`src/hw/ctmc_pkg.sv`:
```
/*
  Package for the transceiver mode control block: mode encodings,
  chip operating modes, timing constants and the enabling delay.
  Assumes a single 20 MHz device clock and an active-low power-up reset.
*/
// Function
// - After power-up the transceiver is off, with no bus drive and no wake detection.
// - The off mode can be selected whatever the chip operating mode is.
// - In off mode bus wake activity is ignored: no flag, no mode or receive change.
// - Normal mode is entered only by a command and only while the chip is in normal mode.
// - In normal mode a low transmit input drives the bus dominant, high leaves it recessive.
// - A low transmit input during the delay is dropped until the transmit input goes high after the delay.
// - In normal and receive-only modes the receiver level is shown on the receive output, low dominant, high recessive.
// - A receive-only mode keeps reporting bus reception for diagnostics.
// - In wake-capable mode a bus wake pattern is detected and reported as a wake event.
// - Wake-capable mode can be selected while the chip is in normal mode.
// - The data path passes bits up to 2 megabaud without altering their content.
// - Receive-only disables the driver, keeps reception, and is allowed in normal and stop.
// - After a bus wake the receive output is held low until another mode is selected.
// - Mode still reads wake-capable after a wake; rearm needs a change away and back.

package ctmc_pkg;

  // ---------------------------------------------------------------
  // Encodings
  // ---------------------------------------------------------------
  localparam logic [1:0] CTMC_MODE_OFF  = 2'h0;
  localparam logic [1:0] CTMC_MODE_WAKE = 2'h1;
  localparam logic [1:0] CTMC_MODE_RXO  = 2'h2;
  localparam logic [1:0] CTMC_MODE_NORM = 2'h3;

  localparam logic [1:0] CTMC_CHIP_NORMAL  = 2'h0;
  localparam logic [1:0] CTMC_CHIP_STOP    = 2'h1;
  localparam logic [1:0] CTMC_CHIP_SLEEP   = 2'h2;
  localparam logic [1:0] CTMC_CHIP_RESTART = 2'h3;

  // ---------------------------------------------------------------
  // Timing
  // ---------------------------------------------------------------
  localparam int CTMC_CLK_MHZ     = 20;
  localparam int CTMC_EN_TIME_US  = 10;   // Enabling delay, least time
  localparam int CTMC_EN_CYC      = CTMC_EN_TIME_US * CTMC_CLK_MHZ;
  localparam int CTMC_WAKE_MIN_US = 1;    // Least dominant/recessive phase
  localparam int CTMC_WAKE_MIN_CYC = CTMC_WAKE_MIN_US * CTMC_CLK_MHZ;
  localparam int CTMC_CNT_W       = 12;
  localparam logic [CTMC_CNT_W-1:0] CTMC_CNT_RST = 12'h000;
  localparam logic [1:0] CTMC_MODE_RST = CTMC_MODE_OFF;

  typedef enum logic [2:0] {
    CTMC_WK_IDLE, CTMC_WK_DOM1, CTMC_WK_REC, CTMC_WK_DOM2, CTMC_WK_DONE
  } ctmc_wake_e;

endpackage : ctmc_pkg

```
`src/hw/ctmc_skid_buf.sv`:
```
/*
  Two-entry buffer with valid/ready on both sides for one-bit samples.
  Assumes the single device clock and asynchronous active-low reset.
*/
`timescale 1ns/10ps
`default_nettype none

module ctmc_skid_buf (
  // Clock and reset
  input  wire logic i_ref_clk,
  input  wire logic i_rst_n,
  // Fill side
  input  wire logic i_valid,
  output logic      o_ready,
  input  wire logic i_data,
  // Drain side
  output logic      o_valid,
  input  wire logic i_ready,
  output logic      o_data
);
  import ctmc_pkg::*;

  logic [1:0] mem_q, mem_d;
  logic       wp_q, wp_d, rp_q, rp_d;
  logic [1:0] cnt_q, cnt_d;
  logic       push, pop;

  // ---------------------------------------------------------------
  // Pointer and storage update
  // ---------------------------------------------------------------
  assign o_ready = (cnt_q != 2'h2);
  assign o_valid = (cnt_q != 2'h0);
  assign push    = i_valid && o_ready;
  assign pop     = o_valid && i_ready;
  assign o_data  = mem_q[rp_q];          // Storage is a flop array

  always_comb begin
    mem_d = mem_q;
    wp_d  = wp_q;
    rp_d  = rp_q;
    cnt_d = cnt_q;
    if (push) begin
      mem_d[wp_q] = i_data;
      wp_d        = ~wp_q;
    end
    if (pop) begin
      rp_d = ~rp_q;
    end
    if (push && !pop) begin
      cnt_d = cnt_q + 2'h1;
    end else if (pop && !push) begin
      cnt_d = cnt_q - 2'h1;
    end
  end

  always_ff @(posedge i_ref_clk or negedge i_rst_n) begin
    if (!i_rst_n) begin
      mem_q <= 2'h3;                     // Recessive content
      wp_q  <= 1'b0;
      rp_q  <= 1'b0;
      cnt_q <= 2'h0;
    end else begin
      mem_q <= mem_d;
      wp_q  <= wp_d;
      rp_q  <= rp_d;
      cnt_q <= cnt_d;
    end
  end

endmodule // ctmc_skid_buf

`default_nettype wire

```
`src/hw/ctmc_mode_ctrl.sv`:
```
/*
  Transceiver mode control and digital transmit/receive path.
  Assumes mode requests arrive as one-cycle pulses from the serial
  register logic, chip mode is a stable level, and the analog
  receiver output is synchronous to i_ref_clk.
*/
`timescale 1ns/10ps
`default_nettype none

module ctmc_mode_ctrl (
  // Clock and reset
  input  wire logic       i_ref_clk,
  input  wire logic       i_rst_n,
  // Mode request
  input  wire logic       i_mode_req,
  input  wire logic [1:0] i_mode_sel,
  input  wire logic [1:0] i_chip_mode,
  output logic [1:0]      o_mode,
  output logic            o_tx_ready,
  // Controller side
  input  wire logic       i_tx_data_in,
  output logic            o_rx_data_out,
  // Bus side
  output logic            o_bus_drive_dom,
  input  wire logic       i_bus_rx_dom,
  // Wake reporting
  output logic            o_wake_event,
  output logic            o_wake_flag,
  input  wire logic       i_wake_flag_clr,
  // Receive buffer back-pressure
  output logic            o_rx_valid,
  input  wire logic       i_rx_ready
);
  import ctmc_pkg::*;

  // ---------------------------------------------------------------
  // Mode register and enabling delay
  // ---------------------------------------------------------------
  logic [1:0]            mode_q, mode_d;
  logic [CTMC_CNT_W-1:0] en_cnt_q, en_cnt_d;
  logic                  en_done_q, en_done_d;
  logic                  tx_block_q, tx_block_d;
  logic                  armed_q, armed_d;
  logic                  woken_q, woken_d;
  logic                  req_ok;
  logic                  wake_hit;

  // Gate requests by chip mode; refused ones leave mode untouched
  always_comb begin
    case (i_mode_sel)
      CTMC_MODE_OFF:  req_ok = 1'b1;
      CTMC_MODE_NORM: req_ok = (i_chip_mode == CTMC_CHIP_NORMAL);
      CTMC_MODE_RXO:  req_ok = (i_chip_mode == CTMC_CHIP_NORMAL) ||
                               (i_chip_mode == CTMC_CHIP_STOP);
      CTMC_MODE_WAKE: req_ok = 1'b1;
      default:        req_ok = 1'b0;
    endcase
  end

  // Next mode, enabling counter, wake arming
  always_comb begin
    mode_d     = mode_q;
    en_cnt_d   = en_cnt_q;
    en_done_d  = en_done_q;
    tx_block_d = tx_block_q;
    armed_d    = armed_q;
    woken_d    = woken_q;
    if (i_mode_req && req_ok && (i_mode_sel != mode_q)) begin
      mode_d  = i_mode_sel;
      woken_d = 1'b0;                    // Leaving wake releases hold
      armed_d = (i_mode_sel == CTMC_MODE_WAKE); // Rearm only on fresh entry
      if (i_mode_sel == CTMC_MODE_NORM) begin
        en_cnt_d   = CTMC_CNT_RST;       // Delay starts at entry
        en_done_d  = 1'b0;
        tx_block_d = 1'b0;
      end
    end else begin
      if ((mode_q == CTMC_MODE_NORM) && !en_done_q) begin
        if (!i_tx_data_in) begin
          tx_block_d = 1'b1;             // Early dominant is remembered
        end
        if (en_cnt_q == CTMC_CNT_W'(CTMC_EN_CYC - 1)) begin
          en_done_d = 1'b1;
        end else begin
          en_cnt_d = en_cnt_q + 1'b1;
        end
      end else if (tx_block_q && i_tx_data_in) begin
        tx_block_d = 1'b0;               // Next dominant after release goes out
      end
      if (wake_hit) begin
        woken_d = 1'b1;                  // Mode field stays wake-capable
        armed_d = 1'b0;
      end
    end
  end

  always_ff @(posedge i_ref_clk or negedge i_rst_n) begin
    if (!i_rst_n) begin
      mode_q     <= CTMC_MODE_RST;       // Off after power-up
      en_cnt_q   <= CTMC_CNT_RST;
      en_done_q  <= 1'b0;
      tx_block_q <= 1'b0;
      armed_q    <= 1'b0;
      woken_q    <= 1'b0;
    end else begin
      mode_q     <= mode_d;
      en_cnt_q   <= en_cnt_d;
      en_done_q  <= en_done_d;
      tx_block_q <= tx_block_d;
      armed_q    <= armed_d;
      woken_q    <= woken_d;
    end
  end

  // ---------------------------------------------------------------
  // Wake pattern detector: dominant, recessive, dominant phases
  // ---------------------------------------------------------------
  ctmc_wake_e            wk_q, wk_d;
  logic [CTMC_CNT_W-1:0] wk_cnt_q, wk_cnt_d;
  logic                  wk_long;

  assign wk_long = (wk_cnt_q >= CTMC_CNT_W'(CTMC_WAKE_MIN_CYC - 1));

  // Only runs while armed in wake mode; off mode never sees a wake
  always_comb begin
    wk_d     = wk_q;
    wk_cnt_d = wk_cnt_q;
    wake_hit = 1'b0;
    if (!((mode_q == CTMC_MODE_WAKE) && armed_q)) begin
      wk_d     = CTMC_WK_IDLE;
      wk_cnt_d = CTMC_CNT_RST;
    end else begin
      case (wk_q)
        CTMC_WK_IDLE: begin
          wk_cnt_d = CTMC_CNT_RST;
          if (i_bus_rx_dom) wk_d = CTMC_WK_DOM1;
        end
        CTMC_WK_DOM1, CTMC_WK_DOM2: begin
          if (!wk_long) wk_cnt_d = wk_cnt_q + 1'b1;
          if (!i_bus_rx_dom) begin
            wk_cnt_d = CTMC_CNT_RST;
            if (!wk_long)                wk_d = CTMC_WK_IDLE; // Glitch filtered
            else if (wk_q == CTMC_WK_DOM1) wk_d = CTMC_WK_REC;
            else                         wk_d = CTMC_WK_DONE;
          end
        end
        CTMC_WK_REC: begin
          if (!wk_long) wk_cnt_d = wk_cnt_q + 1'b1;
          if (i_bus_rx_dom) begin
            wk_cnt_d = CTMC_CNT_RST;
            wk_d     = wk_long ? CTMC_WK_DOM2 : CTMC_WK_DOM1;
          end
        end
        CTMC_WK_DONE: begin
          wake_hit = 1'b1;
          wk_d     = CTMC_WK_IDLE;
        end
        default: wk_d = CTMC_WK_IDLE;
      endcase
    end
  end

  always_ff @(posedge i_ref_clk or negedge i_rst_n) begin
    if (!i_rst_n) begin
      wk_q     <= CTMC_WK_IDLE;
      wk_cnt_q <= CTMC_CNT_RST;
    end else begin
      wk_q     <= wk_d;
      wk_cnt_q <= wk_cnt_d;
    end
  end

  // ---------------------------------------------------------------
  // Transmit path and wake flag outputs
  // ---------------------------------------------------------------
  logic drive_q, drive_d;
  logic flag_q, flag_d;
  logic evt_q, evt_d;

  // Registered so the driver never glitches; one cycle latency is far
  // below a 2 Mbaud bit time of 500 ns (10 clocks)
  always_comb begin
    drive_d = (mode_q == CTMC_MODE_NORM) && en_done_q && !tx_block_q &&
              !i_tx_data_in;
    evt_d   = wake_hit;
    flag_d  = flag_q;
    if (i_wake_flag_clr) flag_d = 1'b0;
    if (wake_hit)        flag_d = 1'b1;   // Set wins over clear
  end

  always_ff @(posedge i_ref_clk or negedge i_rst_n) begin
    if (!i_rst_n) begin
      drive_q <= 1'b0;
      flag_q  <= 1'b0;
      evt_q   <= 1'b0;
    end else begin
      drive_q <= drive_d;
      flag_q  <= flag_d;
      evt_q   <= evt_d;
    end
  end

  // ---------------------------------------------------------------
  // Receive path through the two-entry buffer
  // ---------------------------------------------------------------
  logic rx_in, rx_buf, rx_buf_ready;

  // Active modes report the bus; wake hold forces low; else recessive
  assign rx_in = woken_q ? 1'b0 :
                 ((mode_q == CTMC_MODE_NORM) || (mode_q == CTMC_MODE_RXO)) ?
                 !i_bus_rx_dom : 1'b1;

  ctmc_skid_buf u_rx_buf (
    .i_ref_clk (i_ref_clk),
    .i_rst_n   (i_rst_n),
    .i_valid   (1'b1),
    .o_ready   (rx_buf_ready),
    .i_data    (rx_in),
    .o_valid   (o_rx_valid),
    .i_ready   (i_rx_ready),
    .o_data    (rx_buf)
  );

  // Output holds last delivered level; a stalled receiver sees no change
  logic rx_out_q, rx_out_d;
  always_comb begin
    rx_out_d = rx_out_q;
    if (o_rx_valid && i_rx_ready) rx_out_d = rx_buf;
  end

  always_ff @(posedge i_ref_clk or negedge i_rst_n) begin
    if (!i_rst_n) begin
      rx_out_q <= 1'b1;
    end else begin
      rx_out_q <= rx_out_d;
    end
  end

  assign o_rx_data_out   = rx_out_q;
  assign o_bus_drive_dom = drive_q;
  assign o_mode          = mode_q;
  assign o_tx_ready      = en_done_q && !tx_block_q && rx_buf_ready;
  assign o_wake_flag     = flag_q;
  assign o_wake_event    = evt_q;

endmodule // ctmc_mode_ctrl

`default_nettype wire

```
`config.mk`:
```
export PLATFORM = sky130hd
export DESIGN_NAME = ctmc_mode_ctrl
export DESIGN_NICKNAME = d
export VERILOG_FILES = /design/src/hw/ctmc_pkg.sv /design/src/hw/ctmc_skid_buf.sv /design/src/hw/ctmc_mode_ctrl.sv
export SDC_FILE = /design/constraint.sdc
export NUM_CORES = 1
export LEC_CHECK = 0
export BUFFER_PORTS_ARGS = -buffer_cell sky130_fd_sc_hd__buf_2
export CORE_MARGIN = 5
export CORE_UTILIZATION = 45
export CTS_BUF_LIST = sky130_fd_sc_hd__clkbuf_16
export DETAILED_ROUTE_END_ITERATION = 10
export GPL_TIMING_DRIVEN = 0
export SYNTH_ARGS = -nofsm -noshare
export SYNTH_HDL_FRONTEND = slang
export SYNTH_SLANG_ARGS = --single-unit
```
`constraint.sdc`:
```
create_clock -name i_ref_clk -period 2.5 [get_ports i_ref_clk]
set_input_delay 0.375 -clock i_ref_clk [delete_from_list [all_inputs] [get_ports i_ref_clk]]
set_output_delay 0.375 -clock i_ref_clk [all_outputs]
set_load 0.02 [all_outputs]
```
==> impl_metrics.csv <==
group,metric,value,unit
clocking,cts_root_buf,"clkbuf_16",
timing,rsz0062_at_grt,"false",
route,drtAntennaViolNets,0,
setup_path,crit_chain,"and2_4 -> o31a_1 -> or4_4 -> or3_1 -> a21oi_1",
cells_and_area,fill_cells,415,
clocking,cts_hold_buf,0,
die,die_h,77.73,µm
global_routing,antenna_found_initial,0,
outcome,status,"complete, no violations",
clocking,post-cts-setup-buffers,0,
flow_run,maxCapViolations,0,
setup_path,end_kind,"flip-flop",
cells_and_area,final_nets,243,
power,seqPwrFrac,49.5,%
timing,finalMaxSlewViolations,0,
setup_path,critPathMaxStageDelay,0.56,ns
yosys,syn_avg_cell_area,10.02,µm²
yosys,synth-edff-count,0,
placed_design,gp_congestion,0.8212,
cells_and_area,multiInputGateArea,930.9,µm²
route,drtIter0Drc,91,
timing,fmax,467.9,MHz
timing,hold_violations,0,
global_routing,grt_pass1_wl,6.906,mm
yosys,synth_area,2064,µm²
yosys,syn_nets,219,
timing,finClkSkew,0.004315,ns
cells_and_area,register_area,1080,µm²
setup_path,worstPathArrival,2.34,ns
placed_design,dp.cells,275,
timing,slew_headroom,38.12,%
clocking,cts.sinks,43,
die,die_w,77.73,µm
placed_design,hpwl,2.872,mm
setup_path,critical_path_class,"reg2reg",
setup_path,rrSetupSlack,0.36,ns
power,p_leak,1.073,nW
global_routing,grt_pass1_vias,1590,
power,p_sw_share,27.08,%
yosys,synth.distinct_cells,39,
timing,finalSetupTns,0,ns
yosys,synth_ff_type,"dfrtp_1",
yosys,synthCells,206,
global_routing,grt-ovfl-total,0,
setup_path,crit_path_top_delay_cell,"or4_4",
placed_design,io_buffers,17,
route,vias_per_cell,5.481,
clocking,cts_tree,"done",
setup_path,cp_max_fo,8,
die,initial_core_util,46.77,%
yosys,synthTopCellsByArea,"dfrtp_1 (48%), dfstp_2 (3.8%), nand3_1 (3.6%)",
power,power.share.clock,34.2,%
setup_path,cp.required,2.70,ns
timing,period_minus_slack,2.137,ns
setup_path,r2r.worst_path.cells,5,
die,core_region_area,4414,µm²
power,powerDensity,752.3,nW/µm²
die,die_area,6042,µm²
yosys,async_flop_share,100.0,%
cells_and_area,syn2layout_area_growth,14.12,%
cells_and_area,antennaDiodeCount,0,
timing,tightest_slew,0.9282,ns
clocking,clk_path_buf_depth,2,
yosys,ys_seq_area_share,52.30,%
power,power.switching,0.4801,mW
die,ioPinCount,19,
yosys,yosys.area.top_type,"dfrtp_1",
power,intPower,1.292,mW
power,vdd_drop_max,277.1,µV
clocking,clk_pin_slew,0.06,ns
global_routing,grtUsageTotal,13.72,%
die,rows,24,
route,totalWireLength,3.897,mm
route,vias,1551,
cells_and_area,final_cells,283,
min_path,hp-class,"in2async",
timing,setup_viol,0,
route,route.detailed.drc,0,
yosys,synth_top_area_share,48.48,%
route,wl_per_cell,13.77,µm
clocking,cts_htree_levels,2,
clocking,clk_latency,0.27,ns
yosys,ys_warn_count,0,
clocking,cts_inserted_buffers,5,
yosys,ys_seq_elements,43,
global_routing,grt_max_degree,44,
timing,finalCritPeriodShare,85.50,%
setup_path,critPathLaunchType,"flip-flop",
clocking,cts_resized,0,
route,dr.pass1.iters,4,
power,combPwrFrac,16.3,%
cells_and_area,drive_gt1_share,16.45,%
cell usage after synthesis, drive strengths merged (3+ instances only):
| library cell | instances |
|---|---|
| a21oi | 13 |
| and3 | 5 |
| inv | 8 |
| nand3b | 3 |
| or4 | 3 |
| and2 | 9 |
| dfstp | 3 |
| o21a | 3 |
| xnor2 | 8 |
| mux2 | 4 |
| nor3 | 5 |
| o31ai | 5 |
| nor2b | 3 |
| dfrtp | 40 |
| nand3 | 15 |
| or3 | 5 |
| nor2 | 12 |
| nor4 | 4 |
| nand2 | 15 |
| o21ai | 13 |
| nand2b | 6 |
| xor2 | 4 |
| nand4 | 3 |
power by group through the flow:
| stage | clock network [mW] | logic [mW] | registers [mW] |
|---|---|---|---|
| 6_report | 0.607 | 0.289 | 0.877 |
| 5_1_grt | 0.656 | 0.336 | 0.889 |
| 4_1_cts | 0.629 | 0.295 | 0.877 |
| 3_5_place_dp | 0 | 0.294 | 0.887 |
| 3_3_place_gp | 0 | 0.277 | 0.877 |
| 2_1_floorplan | 0 | 0.197 | 0.882 |
final cells by class:
cell class	instances	area share (%)
Clock inverter	3	0.6904
Timing Repair Buffer	17	3.611
Sequential cell	43	45.83
Inverter	8	1.275
Multi-Input combinational cell	151	39.51
Clock buffer	5	5.311
Tap cell	52	2.762
Buffer	4	1.009
kinds of logic (layout without fill, tap and decap cells):
logic type                 Yosys count  count (layout)  share of synthesized area (%)
and+or+nand+nor                     95              95                          25.51
DFF                                 43              43                          52.30
AOI/OAI and AO/OA                   37              37                          10.61
xor gates and xnor gates            12              12                          5.091
buffers and inverters               12              37                          2.606
muxes                                5               5                          2.667
adders and majority gates            2               2                          1.212
through the flow:
step	worst slack, ns	power [mW]	cell area [µm²]	hold slack, ns	utilization [%]
6_report	0.3626	1.773	2356	0.2396	53.37
3_5_place_dp	0.3511	1.182	2215	0.4734	50.17
3_3_place_gp	0.4002	1.154	2215	0.4666	50.17
4_1_cts	0.3412	1.800	2356	0.2625	53.37
2_1_floorplan	0.4027	1.079	2064	0.07941	-
5_1_grt	0.2776	1.881	2356	0.2669	53.37
per-layer routing:
metal | vias up | routed length [µm] | global-route usage, %
met2 | 22 | 1932 | 23.54
met1 | 751 | 1799 | 16.91
met4 | 0 | 15 | 3.780
met5 | - | 0 | 0
met3 | 2 | 148 | 3.704
li1 | 776 | - | -
critical path, delay by kind of cell (launching register included):
family           cells  cell delay [ns]
flip-flops           1             0.48
AO/OA/AOI/OAI        2             0.45
AND/OR/NAND/NOR      3             1.14
final timing paths:
| kind | start | to |
|---|---|---|
| max reg2reg | o_mode[0] | en_cnt_q[11] |
| min | i_rst_n | o_wake_event |
| max | o_mode[0] | en_cnt_q[11] |
| min in group i_ref_clk | i_tx_data_in | o_bus_drive_dom |
| min reg2reg | o_rx_data_out | o_rx_data_out |
| max in group asynchronous | i_rst_n | o_mode[0] |
registers in the layout, summed over array words and instances (netlist names), 2 cells and up:
name,flops
wk_q,3
en_cnt_q,12
o_mode,2
u_rx_buf.mem_q,2
wk_cnt_q,12
u_rx_buf.cnt_q,2
cell usage in the layout (no fill, tap or decap), types with 2 or more instances in the layout:
cell / count
mux2_2: 4
xor2_1: 4
nor4_1: 4
dfstp_2: 3
nor2_1: 12
o21ai_0: 13
and2_1: 8
clkbuf_16: 5
nand3b_1: 3
or2_2: 2
clkbuf_1: 2
nor2b_1: 3
nand2b_1: 6
dfrtp_1: 40
nand3_1: 15
buf_2: 18
nor3_1: 5
ha_1: 2
xnor2_1: 8
or3_1: 5
and3b_1: 2
nand2_1: 15
or4_1: 2
and3_1: 5
a21oi_1: 12
o31ai_1: 5
inv_1: 9
o21a_1: 3
nand4_1: 3
Power figures use the tool's default switching activity.
